[config.mk]
export PLATFORM = sky130hd
export DESIGN_NAME = oss_supervisor
export DESIGN_NICKNAME = d
export VERILOG_FILES = /design/src/design/oss_pkg.sv /design/src/design/oss_half_bridge.sv /design/src/design/oss_supervisor.sv
export SDC_FILE = /design/constraint.sdc
export NUM_CORES = 1
export LEC_CHECK = 0
export BUFFER_PORTS_ARGS = -buffer_cell sky130_fd_sc_hd__buf_2
export CORE_ASPECT_RATIO = 0.7
export CORE_MARGIN = 1.5
export CORE_UTILIZATION = 25
export CTS_CLUSTER_DIAMETER = 100
export DETAILED_ROUTE_END_ITERATION = 8
export GPL_TIMING_DRIVEN = 0
export PLACE_DENSITY = 0.49
export SLEW_MARGIN = 20
export SYNTH_ARGS = -nofsm -noshare
export SYNTH_HDL_FRONTEND = slang
export SYNTH_HIERARCHICAL = 1
export SYNTH_SLANG_ARGS = --single-unit
[constraint.sdc]
create_clock -name clk_sys -period 4.6 [get_ports clk_sys]
set_input_delay 0.46 -clock clk_sys [delete_from_list [all_inputs] [get_ports clk_sys]]
set_output_delay 0.46 -clock clk_sys [all_outputs]
set_load 0.02 [all_outputs]
[src/design/oss_pkg.sv]
package oss_pkg;

   // Pin synchroniser depth
   localparam int SYNC_STAGES = 2;

   // Channel count and divider width
   localparam int NUM_CHAN = 3;
   localparam int DIV_W = 8;

   // System clock period and missing-clock threshold
   localparam int CLK_PERIOD_NS = 10;
   localparam int MISS_TIME_NS = 10000;
   // Longest time, rounds down
   localparam int MISS_CYCLES = MISS_TIME_NS / CLK_PERIOD_NS;
   localparam int GAP_W = 11;
   localparam logic [GAP_W-1:0] MISS_COUNT = GAP_W'(MISS_CYCLES);

   // Dead interval between opposite switches
   localparam int DEAD_CYCLES = 2;
   localparam int DEAD_W = 2;

   // Reset values
   localparam logic [DIV_W-1:0] DIV_RESET = 8'h00;
   localparam logic [1:0] SLEW_SR0 = 2'h0;
   localparam logic [1:0] SLEW_SR1 = 2'h1;
   localparam logic [1:0] SLEW_SR2 = 2'h2;
   localparam logic [1:0] SLEW_RESET = SLEW_SR0;

   // Half-bridge sequencing states
   typedef enum logic [2:0] {
      OSS_OFF = 3'b000,
      OSS_DEAD_TO_DRV = 3'b001,
      OSS_DRIVE = 3'b010,
      OSS_DEAD_TO_REC = 3'b011,
      OSS_RECIRC = 3'b100
   } oss_chan_state_t;

endpackage : oss_pkg

[src/design/oss_half_bridge.sv]
`timescale 1ns/1ps
`default_nettype none

module oss_half_bridge
   import oss_pkg::*;
#(
   parameter int DEAD = DEAD_CYCLES
) (
   // Clock and reset
   input wire logic clk_sys,
   input wire logic rst,
   input wire logic clk_en,
   // Control
   input wire logic chan_on,
   input wire logic low_side,
   input wire logic drive_req,
   // Gates
   output logic hs_gate_q,
   output logic ls_gate_q
);

   oss_chan_state_t state_q, state_d;
   logic [DEAD_W-1:0] dead_q;
   logic role_q;
   logic drv_d, rec_d;

   ////////////////////////////////////////////////////////////////////////////
   always_comb begin
      state_d = state_q;
      case (state_q)
         OSS_OFF: begin
            if (chan_on) begin
               state_d = drive_req ? OSS_DEAD_TO_DRV : OSS_DEAD_TO_REC;
            end
         end
         OSS_DEAD_TO_DRV: begin
            if (dead_q == DEAD_W'(DEAD - 1)) begin
               state_d = OSS_DRIVE;
            end
         end
         OSS_DRIVE: begin
            if (!drive_req) begin
               state_d = OSS_DEAD_TO_REC;
            end
         end
         OSS_DEAD_TO_REC: begin
            if (dead_q == DEAD_W'(DEAD - 1)) begin
               state_d = OSS_RECIRC;
            end
         end
         OSS_RECIRC: begin
            if (drive_req) begin
               state_d = OSS_DEAD_TO_DRV;
            end
         end
         default: state_d = OSS_OFF;
      endcase
      // Role change mid-cycle would swap live gates, so fall back to off
      if (!chan_on || low_side != role_q) begin
         state_d = OSS_OFF;
      end
   end

   // Only one state drives each role, so both can never be on together
   assign drv_d = (state_d == OSS_DRIVE);
   assign rec_d = (state_d == OSS_RECIRC);

   always_ff @(posedge clk_sys) begin
      if (rst) begin
         state_q <= OSS_OFF;
         dead_q <= '0;
         role_q <= 1'b0;
         hs_gate_q <= 1'b0;
         ls_gate_q <= 1'b0;
      end else if (clk_en) begin
         state_q <= state_d;
         role_q <= low_side;
         dead_q <= (state_d != state_q) ? '0 : dead_q + 1'b1;
         hs_gate_q <= low_side ? rec_d : drv_d;
         ls_gate_q <= low_side ? drv_d : rec_d;
      end
   end
endmodule : oss_half_bridge

`default_nettype wire

[src/design/oss_supervisor.sv]
`timescale 1ns/1ps
`default_nettype none

// Notes on behaviour
// - System tick divides external clock by ratio plus one
// - Outputs off until divider ratio written
// - Missing clock when edge gap exceeds threshold
// - Watchdog starts off; host sets enable
// - Outputs off while watchdog not enabled
// - Missing clock: status, fault, off, reset
// - Locked: every frame answers version read
// - Enable low: channels off, masked fault
// - Enable low clears setpoint enable bits
// - Reset pin low: reset, fault, ignore
// - Fault low on diagnosis or reset
// - Disabled channel: both switches off
// - Low-side drives low, high-side drives high
// - Drive pulses; recirculate while drive off
// - Never drive and recirculate together
// - Strap low high-side, high low-side; readable
// - Host selects one of three slews
// - Three independent channels
// - Missing threshold at most ten microseconds

module oss_supervisor
   import oss_pkg::*;
#(
   parameter int CHANS = NUM_CHAN,
   parameter int DIVW = DIV_W
) (
   // Clock and reset
   input wire logic clk_sys,
   input wire logic rst,
   input wire logic clk_en,
   // Device pins
   input wire logic ext_clk_pin,
   input wire logic reset_in_low,
   input wire logic enable_pin,
   input wire logic [CHANS-1:0] side_select_strap,
   // Clock divider register write
   input wire logic div_wr,
   input wire logic [DIVW-1:0] div_ratio,
   input wire logic clock_watchdog_enable,
   // Configuration register write
   input wire logic cfg_wr,
   input wire logic [1:0] cfg_slew,
   input wire logic fault_mask_enable,
   // Setpoint enable write
   input wire logic sp_wr,
   input wire logic [CHANS-1:0] sp_chan_en,
   // Current loop and diagnosis
   input wire logic [CHANS-1:0] drive_req,
   input wire logic [CHANS-1:0] diag_fault,
   // Open-drain fault pin
   output logic fault_out_low_o,
   output logic fault_out_low_oe,
   // Gate drive
   output logic [CHANS-1:0] hs_gate_q,
   output logic [CHANS-1:0] ls_gate_q,
   // Status
   output logic sys_tick_q,
   output logic wdog_status_q,
   output logic version_only_q,
   output logic spi_ignore_q,
   output logic div_written_q,
   output logic wdog_enabled_q,
   output logic [CHANS-1:0] role_low_side_q,
   output logic [1:0] slew_q,
   output logic [CHANS-1:0] chan_en_q
);

   localparam int NPIN = CHANS + 3;

   logic [NPIN-1:0] meta_q, sync_q;
   logic clk_s, reset_in_low_s, en_s;
   logic [CHANS-1:0] strap_s;
   logic int_rst;
   logic clk_prev_q, clk_rise;
   logic [GAP_W-1:0] gap_q;
   logic lock_q;
   logic miss;
   logic [DIVW-1:0] ratio_q, div_cnt_q;
   logic allow;
   logic fault_pull_d;
   logic [CHANS-1:0] bridge_on;

   ////////////////////////////////////////////////////////////////////////////
   // Pin synchroniser; first stage feeds only the second
   always_ff @(posedge clk_sys) begin
      if (rst) begin
         meta_q <= '0;
         sync_q <= '0;
      end else if (clk_en) begin
         meta_q <= {side_select_strap, enable_pin, reset_in_low, ext_clk_pin};
         sync_q <= meta_q;
      end
   end

   assign clk_s = sync_q[0];
   assign reset_in_low_s = sync_q[1];
   assign en_s = sync_q[2];
   assign strap_s = sync_q[NPIN-1:3];

   // Reset pin holds the core in reset; synchroniser, fault pin, version_only_q and spi_ignore_q use rst only
   assign int_rst = rst || !reset_in_low_s;

   ////////////////////////////////////////////////////////////////////////////
   // Clock divider
   always_ff @(posedge clk_sys) begin
      if (int_rst) begin
         ratio_q <= DIVW'(DIV_RESET);
         div_written_q <= 1'b0;
         wdog_enabled_q <= 1'b0;
      end else if (clk_en && div_wr && !lock_q) begin
         ratio_q <= div_ratio;
         div_written_q <= 1'b1;
         wdog_enabled_q <= clock_watchdog_enable;
      end
   end

   always_ff @(posedge clk_sys) begin
      if (int_rst) begin
         div_cnt_q <= '0;
         sys_tick_q <= 1'b0;
      end else if (clk_en) begin
         if (clk_rise) begin
            sys_tick_q <= (div_cnt_q >= ratio_q);
            div_cnt_q <= (div_cnt_q >= ratio_q) ? '0 : div_cnt_q + 1'b1;
         end else begin
            sys_tick_q <= 1'b0;
         end
      end
   end

   ////////////////////////////////////////////////////////////////////////////
   // Missing-clock watchdog
   assign clk_rise = clk_s && !clk_prev_q;
   // Gap equal to the rounded-down count already exceeds the threshold
   assign miss = wdog_enabled_q && (gap_q >= MISS_COUNT);

   always_ff @(posedge clk_sys) begin
      if (int_rst) begin
         clk_prev_q <= 1'b0;
         gap_q <= '0;
      end else if (clk_en) begin
         clk_prev_q <= clk_s;
         if (clk_rise) begin
            gap_q <= '0;
         end else if (gap_q < MISS_COUNT) begin
            gap_q <= gap_q + 1'b1;
         end
      end
   end

   // Lock is sticky; soft writes cannot clear it, only rst or the reset pin
   always_ff @(posedge clk_sys) begin
      if (int_rst) begin
         lock_q <= 1'b0;
         wdog_status_q <= 1'b0;
      end else if (clk_en && miss) begin
         lock_q <= 1'b1;
         wdog_status_q <= 1'b1;
      end
   end

   always_ff @(posedge clk_sys) begin
      if (rst) begin
         version_only_q <= 1'b0;
         spi_ignore_q <= 1'b1;
      end else if (clk_en) begin
         version_only_q <= lock_q || miss;
         spi_ignore_q <= !reset_in_low_s;
      end
   end

   ////////////////////////////////////////////////////////////////////////////
   // Configuration and setpoint enables
   always_ff @(posedge clk_sys) begin
      if (int_rst) begin
         slew_q <= SLEW_RESET;
         role_low_side_q <= '0;
      end else if (clk_en) begin
         role_low_side_q <= strap_s;
         // Unused fourth code keeps the previous setting
         if (cfg_wr && !lock_q && cfg_slew != 2'h3) begin
            slew_q <= cfg_slew;
         end
      end
   end

   // Enable pin low beats a simultaneous host write
   always_ff @(posedge clk_sys) begin
      if (int_rst) begin
         chan_en_q <= '0;
      end else if (clk_en) begin
         if (!en_s || lock_q) begin
            chan_en_q <= '0;
         end else if (sp_wr) begin
            chan_en_q <= sp_chan_en;
         end
      end
   end

   ////////////////////////////////////////////////////////////////////////////
   // Output gating and fault pin
   assign allow = div_written_q && wdog_enabled_q && !lock_q && !miss && en_s;
   assign bridge_on = allow ? chan_en_q : '0;
   assign fault_pull_d = int_rst || lock_q || miss || (|diag_fault)
                         || (!en_s && fault_mask_enable);

   always_ff @(posedge clk_sys) begin
      if (rst) begin
         fault_out_low_o <= 1'b0;
         fault_out_low_oe <= 1'b1;
      end else if (clk_en) begin
         fault_out_low_o <= 1'b0;
         fault_out_low_oe <= fault_pull_d;
      end
   end

   for (genvar i = 0; i < CHANS; i++) begin : g_chan
      oss_half_bridge u_bridge (
         .clk_sys(clk_sys),
         .rst(int_rst),
         .clk_en(clk_en),
         .chan_on(bridge_on[i]),
         .low_side(role_low_side_q[i]),
         .drive_req(drive_req[i]),
         .hs_gate_q(hs_gate_q[i]),
         .ls_gate_q(ls_gate_q[i])
      );
   end
endmodule : oss_supervisor

`default_nettype wire

==> results of run 1 <==
per-stage QoR:
step	power, mW	std cells	util	area, um2
floorplan	0.760	486	-	4100
global placement	0.791	758	0.294	4630
detailed placement	0.793	758	0.294	4630
CTS	1.58	774	0.315	4960
global route	1.63	774	0.315	4960
finish	1.56	774	0.315	4960
state kept, by name (all words and copies together), names as in the netlist:
name and flops:
version_only_q 1, ratio_q 8, fault_out_low_oe 1, sys_tick_q 1, role_low_side_q 3, g_chan.u_bridge/dead_q 6
gap_q 11, div_written_q 1, wdog_enabled_q 1, spi_ignore_q 1, g_chan.u_bridge/hs_gate_q 3, g_chan.u_bridge/ls_gate_q 3
lock_q 1, slew_q 2, g_chan.u_bridge/state_q 9, clk_prev_q 1, sync_q 6, g_chan.u_bridge/role_q 3
chan_en_q 3, div_cnt_q 8, meta_q 6
worst paths after layout:
kind,start,endpoint,slack (ps),cells after the start
max,gap_q[4],g_chan[0].u_bridge/dead_q[1],1860,8
min,ext_clk_pin,meta_q[0],360,3
max reg2reg,gap_q[4],g_chan[0].u_bridge/dead_q[1],1860,8
min reg2reg,ratio_q[3],ratio_q[3],460,2
worst max-delay path, stage by stage, from the launching register on:
cell	delay, ps
dfxtp_1	360
o21a_1	210
a21o_1	210
nor3_1	420
and2_1	300
nand2_2	160
a2111oi_0	640
a21o_1	190
o32ai_1	100
final cells by class:
type                       count  area [um2]  share of cell area
clock buffer                  13         260              0.0525
multi-input combinational    360        2310               0.465
sequential                    79        1580               0.319
buffer                        30         146              0.0295
timing repair buffer          52         260              0.0525
tap                          220         275              0.0555
clock inverter                 3        65.1              0.0131
inverter                      17        63.8              0.0129
cells by family (layout without fill, tap and decap cells):
family | after synthesis | in the layout
simple gates | 201 | 201
compound gates | 106 | 106
flops | 79 | 79
buf+inv | 47 | 115
mux | 24 | 24
fa+ha+maj | 14 | 14
xor+xnor | 14 | 14
other cells | 1 | 1
metal layers:
| metal | vias up | GRT usage |
|---|---|---|
| li1 | 1861 | - |
| met1 | 1698 | 0.175 |
| met2 | 56 | 0.196 |
| met3 | 4 | 0.0364 |
| met4 | 0 | 0.0388 |
| met5 | - | 0 |
placed cells by master, fill, tap and decap left out, types with 4 or more instances in the layout:
master | Yosys | final
clkbuf_16 | 0 | 9
nand3_1 | 27 | 27
o21ai_0 | 9 | 9
or3_1 | 4 | 4
xor2_1 | 8 | 8
buf_4 | 5 | 5
a211oi_1 | 4 | 4
a21oi_1 | 32 | 32
ha_1 | 14 | 14
a21o_1 | 5 | 5
o32ai_1 | 6 | 6
dfxtp_1 | 79 | 79
a22oi_1 | 6 | 6
nand2b_1 | 15 | 15
nor2_1 | 61 | 61
nor2b_1 | 9 | 9
xnor2_1 | 6 | 6
buf_1 | 6 | 6
or3b_2 | 6 | 6
a31oi_1 | 6 | 6
nor3_1 | 19 | 19
buf_2 | 9 | 61
mux2i_1 | 24 | 24
o31ai_1 | 7 | 7
nand2_1 | 38 | 38
inv_1 | 15 | 15
a2bb2oi_1 | 4 | 4
clkbuf_1 | 7 | 9
nand3b_1 | 5 | 5
power by group through the flow:
stage,clock [mW],sequential (mW),combinational [mW]
finish,0.786,0.695,0.0827
detailed placement,0,0.710,0.0826
CTS,0.806,0.695,0.0831
global placement,0,0.710,0.0813
global route,0.839,0.696,0.0916
floorplan,0,0.711,0.0489
==> out/metrics.cfg, run 1 <==
[sta]
finalCritPeriodShare = 0.596
min_period_ps = 2740
hold_viol = 0
slew_headroom = 0.458
grt_setup_unrepaired = false
maxSlewViolCount = 0
setup_tns_ps = 0
fin_skew_ps = 6.69
fmax_mhz = 365
holdWs_ps = 364
worst-slew-pin-transition_ps = 793
fin_ws_ps = 1860
setup_violations = 0

[layout]
insertedDiodeCount = 0
drive_gt1_frac = 0.197
nets = 596
n_fill_cell = 1671
synthToLayoutAreaGrowth_pct = 21.0

[drt]
met2_length_mm = 4.56
ant_nets = 0
drt_iter0_drc = 164
num_vias = 3619
dr.pass1.iters = 4
viasPerCell = 4.68
drc = 0
wl_met3_um = 438
top_layer = met4
wirelength_mm = 10.5
wl_per_cell_um = 13.5
wl_met1_mm = 5.43

[clocking]
cts_inserted_buffers = 9
cts_sinks = 79
cts_setup_buffers = 0
clk_pin_slew_ps = 60
max-clock-path-buffers = 2
cts-resized-gates = 0
cts_hold_buf = 0
clk_latency_ps = 340
tritoncts = done
htreeDepth = 3
cts-root-buf = clkbuf_16

[global_route]
antenna_found_initial = 0
grt_pass1_wl_mm = 17.1
grt_max_degree = 17
first_global_vias = 3384
grt.overflow.total = 0
grt_usage = 0.128

[power_and_ir_drop]
comb_power_share = 0.053
clockPowerShare = 0.503
p_int_mw = 1.23
power_density_mw_per_mm2 = 315
power_frac_seq = 0.445
swShare = 0.215
ir_worst_vdd_v = 0.000181
p_leak_nw = 1.77
p_sw_mw = 0.335

[floorplan]
core_mm2 = 0.0157
row_count = 38
die_h_um = 110
die_x_um = 156
start_util = 0.260
die_area_mm2 = 0.0172
io_pins = 55

[synthesis]
synthTopCellsByCount = dfxtp_1, nor2_1, nand2_1
synth_enable_flop_cells = 0
synth_area_leaders = dfxtp_1, mux2i_1, nor2_1
syn_avg_cell_area_um2 = 8.43
synth_flop_cell = dfxtp_1
netlist_instances = 486
post-synth-top-area-cell = dfxtp_1
synth_compound_area_frac = 0.188
synth-xor-area-share = 0.0299
post-synth-top-count-cell = dfxtp_1
yosysSeqAreaShare = 0.386
yosysWarnings = 6
ys_ff_latch = 79
synth_top_area_share = 0.386
synth_top_family_by_area = simple AND/OR/NAND/NOR gates
synth_adder_area_share = 0.0427
async_flop_share = 0
synth_nets = 533
synthesis.area_mm2 = 0.00410
ys_types = 55
synth-simple-area-share = 0.242
synthMuxAreaShare = 0.0586

[run]
max_cap_viol_count = 0

[critical_path]
cp.required_ps = 4790
crit_path_start_kind = register
cp.arrival_ps = 2930
path_max_fanout = 9
cp-end-kind = register
path_class = register to register

[worst_hold_path]
hp-class = primary input to register

[status]
status = finished, final reports clean

[placement]
place_ws_ps = 1880
gp_congestion = 0.841
port-buffer-count = 52
dp_hpwl_mm = 7.81

No activity file was read; power rests on OpenSTA's default activity.
==> run 2, diff against run 1 <==
- ABC_AREA: not set -> 1
- PLACE_DENSITY: 0.49 -> 0.5
- clock period: 4.6 -> 2.4 ns (I/O delays scaled with it)
==> out/metrics.cfg, run 2 <==
[clocking]
cts_inserted_buffers = 9  ; unchanged
max-clock-path-buffers = 2  ; unchanged
htreeDepth = 3  ; unchanged
tritoncts = done  ; unchanged
clk_latency_ps = 340  ; about the same
cts_hold_buf = 0  ; unchanged
cts-root-buf = clkbuf_16  ; unchanged
cts_sinks = 79  ; unchanged
clk_pin_slew_ps = 70  ; was 60 ps

[floorplan]
die_h_um = 111  ; was 110 um
row_count = 39  ; was 38
io_pins = 55  ; unchanged
die_x_um = 158  ; was 156 um
start_util = 0.256  ; was 0.260
die_area_mm2 = 0.0176  ; was 0.0172 mm2
core_mm2 = 0.0164  ; was 0.0157 mm2

[synthesis]
synth_area_leaders = dfxtp_1, nand2_1, inv_1  ; was dfxtp_1, mux2i_1, nor2_1
synth_enable_flop_cells = 0  ; unchanged
post-synth-top-area-cell = dfxtp_1  ; unchanged
synthesis.area_mm2 = 0.00420  ; was 0.00410 mm2
netlist_instances = 629  ; was 486
synth_top_area_share = 0.376  ; was 0.386
yosysWarnings = 6  ; unchanged
yosysSeqAreaShare = 0.376  ; was 0.386
synth_nets = 676  ; was 533
synthTopCellsByCount = nand2_1, inv_1, nor2_1  ; was dfxtp_1, nor2_1, nand2_1
post-synth-top-count-cell = nand2_1  ; was dfxtp_1
ys_ff_latch = 79  ; unchanged
async_flop_share = 0  ; unchanged
syn_avg_cell_area_um2 = 6.68  ; was 8.43 um2
synth_flop_cell = dfxtp_1  ; unchanged
ys_types = 32  ; was 55

[layout]
drive_gt1_frac = 0.181  ; was 0.197
largest_reg_flops = 11  ; unchanged
insertedDiodeCount = 0  ; unchanged
layout_commonest_cell = nand2_1  ; was dfxtp_1
max_flop_register = gap_q  ; unchanged
top_regs = gap_q x11, g_chan.u_bridge/state_q x9  ; unchanged
synthToLayoutAreaGrowth_pct = 20.3  ; was 21.0%
final_cell_mix = nand2_1, inv_1, nor2_1  ; was dfxtp_1, buf_2, nor2_1
nets = 740  ; was 596
fin_area_mm2 = 0.00506  ; was 0.00496 mm2

[placement]
port-buffer-count = 53  ; was 52
gp_congestion = 0.803  ; was 0.841
dp_hpwl_mm = 7.85  ; was 7.81 mm
dpl-instance-area_mm2 = 0.00475  ; was 0.00463 mm2

[worst_hold_path]
holdPathStages = 3  ; unchanged
hp-class = primary input to register  ; unchanged

[critical_path]
critPathTopFamily = simple AND/OR/NAND/NOR gates  ; was compound AO/OA/AOI/OAI gates
crit_cells = 16  ; was 8
cp.arrival_ps = 2270  ; was 2930 ps
cp.required_ps = 2580  ; was 4790 ps
crit_path_start_kind = register  ; unchanged
rr_worst_depth = 16  ; was 8
cpMostUsedCell = nand2_1  ; was a21o_1
slowest_delay_ps = 350  ; was 640 ps
crit_path_cell_trace = inv_1 > nand2_1 > nand3_2 > nand2_1 > a21oi_2 > nand2_2 > nor2_2 > inv_1 > nor2_1 > nand2_1 > nand4_1 > nand2_1 > nand2_1 > nand2_1 > nand3_1 > a21oi_2  ; was o21a_1 > a21o_1 > nor3_1 > and2_1 > nand2_2 > a2111oi_0 > a21o_1 > o32ai_1
path_max_fanout = 5  ; was 9
path_buf_inv = 2  ; was 0
cp-end-kind = register  ; unchanged
cp_slowest_cell = dfxtp_1  ; was a2111oi_0
path_class = register to register  ; unchanged

[global_route]
first_global_vias = 3578  ; was 3,384
grt_pass1_wl_mm = 17.9  ; was 17.1 mm
grt_usage = 0.128  ; about the same
grt.overflow.total = 0  ; unchanged
antenna_found_initial = 0  ; unchanged
grt_max_degree = 19  ; was 17

[drt]
wl_per_cell_um = 11.3  ; was 13.5 um
ant_nets = 0  ; unchanged
viasPerCell = 4.19  ; was 4.68
drt_iter0_drc = 182  ; was 164
num_vias = 3868  ; was 3,619
drc = 0  ; unchanged
wirelength_mm = 10.5  ; about the same
dr.pass1.iters = 4  ; unchanged

[sta]
worst-slew-pin-transition_ps = 1010  ; was 793 ps
slew_headroom = 0.324  ; was 0.458
setup_violations = 0  ; unchanged
maxSlewViolCount = 0  ; unchanged
grt_setup_unrepaired = false  ; unchanged
holdWs_ps = 118  ; was 364 ps
fin_skew_ps = 10.2  ; was 6.69 ps
hold_viol = 0  ; unchanged
min_period_ps = 2090  ; was 2740 ps
finalCritPeriodShare = 0.871  ; was 0.596
fmax_mhz = 479  ; was 365 MHz
setup_tns_ps = 0  ; unchanged

[power_and_ir_drop]
power_density_mw_per_mm2 = 578  ; was 315 mW/mm2
ir_worst_vdd_v = 0.000342  ; was 0.000181 V
p_leak_nw = 2.22  ; was 1.77 nW
total_power_mw = 2.92  ; was 1.56 mW

[run]
max_cap_viol_count = 0  ; unchanged

[status]
status = finished, final reports clean  ; unchanged

[run 2: changes by cell type after synthesis, sizes merged, moves of 7 or more]
| cell | delta |
|---|---|
| buf | -7 |
| clkbuf | -9 |
| o31ai | -7 |
| nor3 | -17 |
| nand2 | +110 |
| mux2i | -23 |
| nor2 | +35 |
| nand2b | -16 |
| a21oi | +13 |
| nand3 | +36 |
| a2111oi | -7 |
| o21ai | +35 |
| nor2b | -9 |
| inv | +79 |
[run 2: final timing paths]
path	from	endpoint	slack (ps)
max reg2reg	gap_q[3]	g_chan[0].u_bridge/dead_q[1]	310
max	gap_q[3]	g_chan[0].u_bridge/dead_q[1]	310
min	side_select_strap[1]	meta_q[4]	120
min reg2reg	gap_q[10]	gap_q[10]	460
[run 2: cell families after synthesis]
kind of cell               count (synthesis)  synth area share
muxes                                      1           0.00238
and+or+nand+nor                          320             0.333
AOI/OAI and AO/OA                         98             0.128
buffers and inverters                    110             0.105
other                                      1          0.000892
DFF                                       79             0.376
xor gates and xnor gates                   6            0.0125
adders and majority gates                 14            0.0417
[run 2: final cells by class]
class                           instances  area [um2]
Clock inverter                          7        62.6
Tap cell                              225         282
Sequential cell                        79        1580
Clock buffer                            9         225
Multi-Input combinational cell        440        2200
Buffer                                 14        82.6
Fill cell                            1860       11300
Timing Repair Buffer                   53         265
Inverter                               96         360
[run 2: worst reg2reg max path, cell delays in order (launching register included)]
cell and delay [ps]:
dfxtp_1 350, inv_1 120, nand2_1 70, nand3_2 100, nand2_1 80, a21oi_2 170, nand2_2 150, nor2_2 180
inv_1 50, nor2_1 80, nand2_1 60, nand4_1 150, nand2_1 90, nand2_1 60, nand2_1 60, nand3_1 100
a21oi_2 50
[run 2: where the power goes]
part / switching (mW) / leakage, nW / internal (mW)
logic: 0.141 / 1.44 / 0.0726
registers: 0.0179 / 0.641 / 1.34
clock network: 0.628 / 0.144 / 0.725
[run 2: repair_timing]
action,4_1_cts,5_1_grt
setup buffers,0,0
gates resized for setup,0,6
endpoints found under the setup margin,0,12
[run 2: metrics by stage]
| step | instances | worst slack, ps | util |
|---|---|---|---|
| 2_1_floorplan | 629 | 648 | - |
| 3_5_place_dp | 907 | 125 | 0.290 |
| 3_3_place_gp | 907 | 103 | 0.290 |
| 6_report | 923 | 310 | 0.308 |
| 5_1_grt | 923 | 44.8 | 0.308 |
| 4_1_cts | 923 | 109 | 0.307 |
[run 2: layer usage]
layer,global-route usage,vias to the layer above,share of wire
met5,0,-,0
met4,0.0355,0,0.011
met3,0.0265,9,0.036
met2,0.171,65,0.37
met1,0.201,1673,0.58
li1,-,2121,-
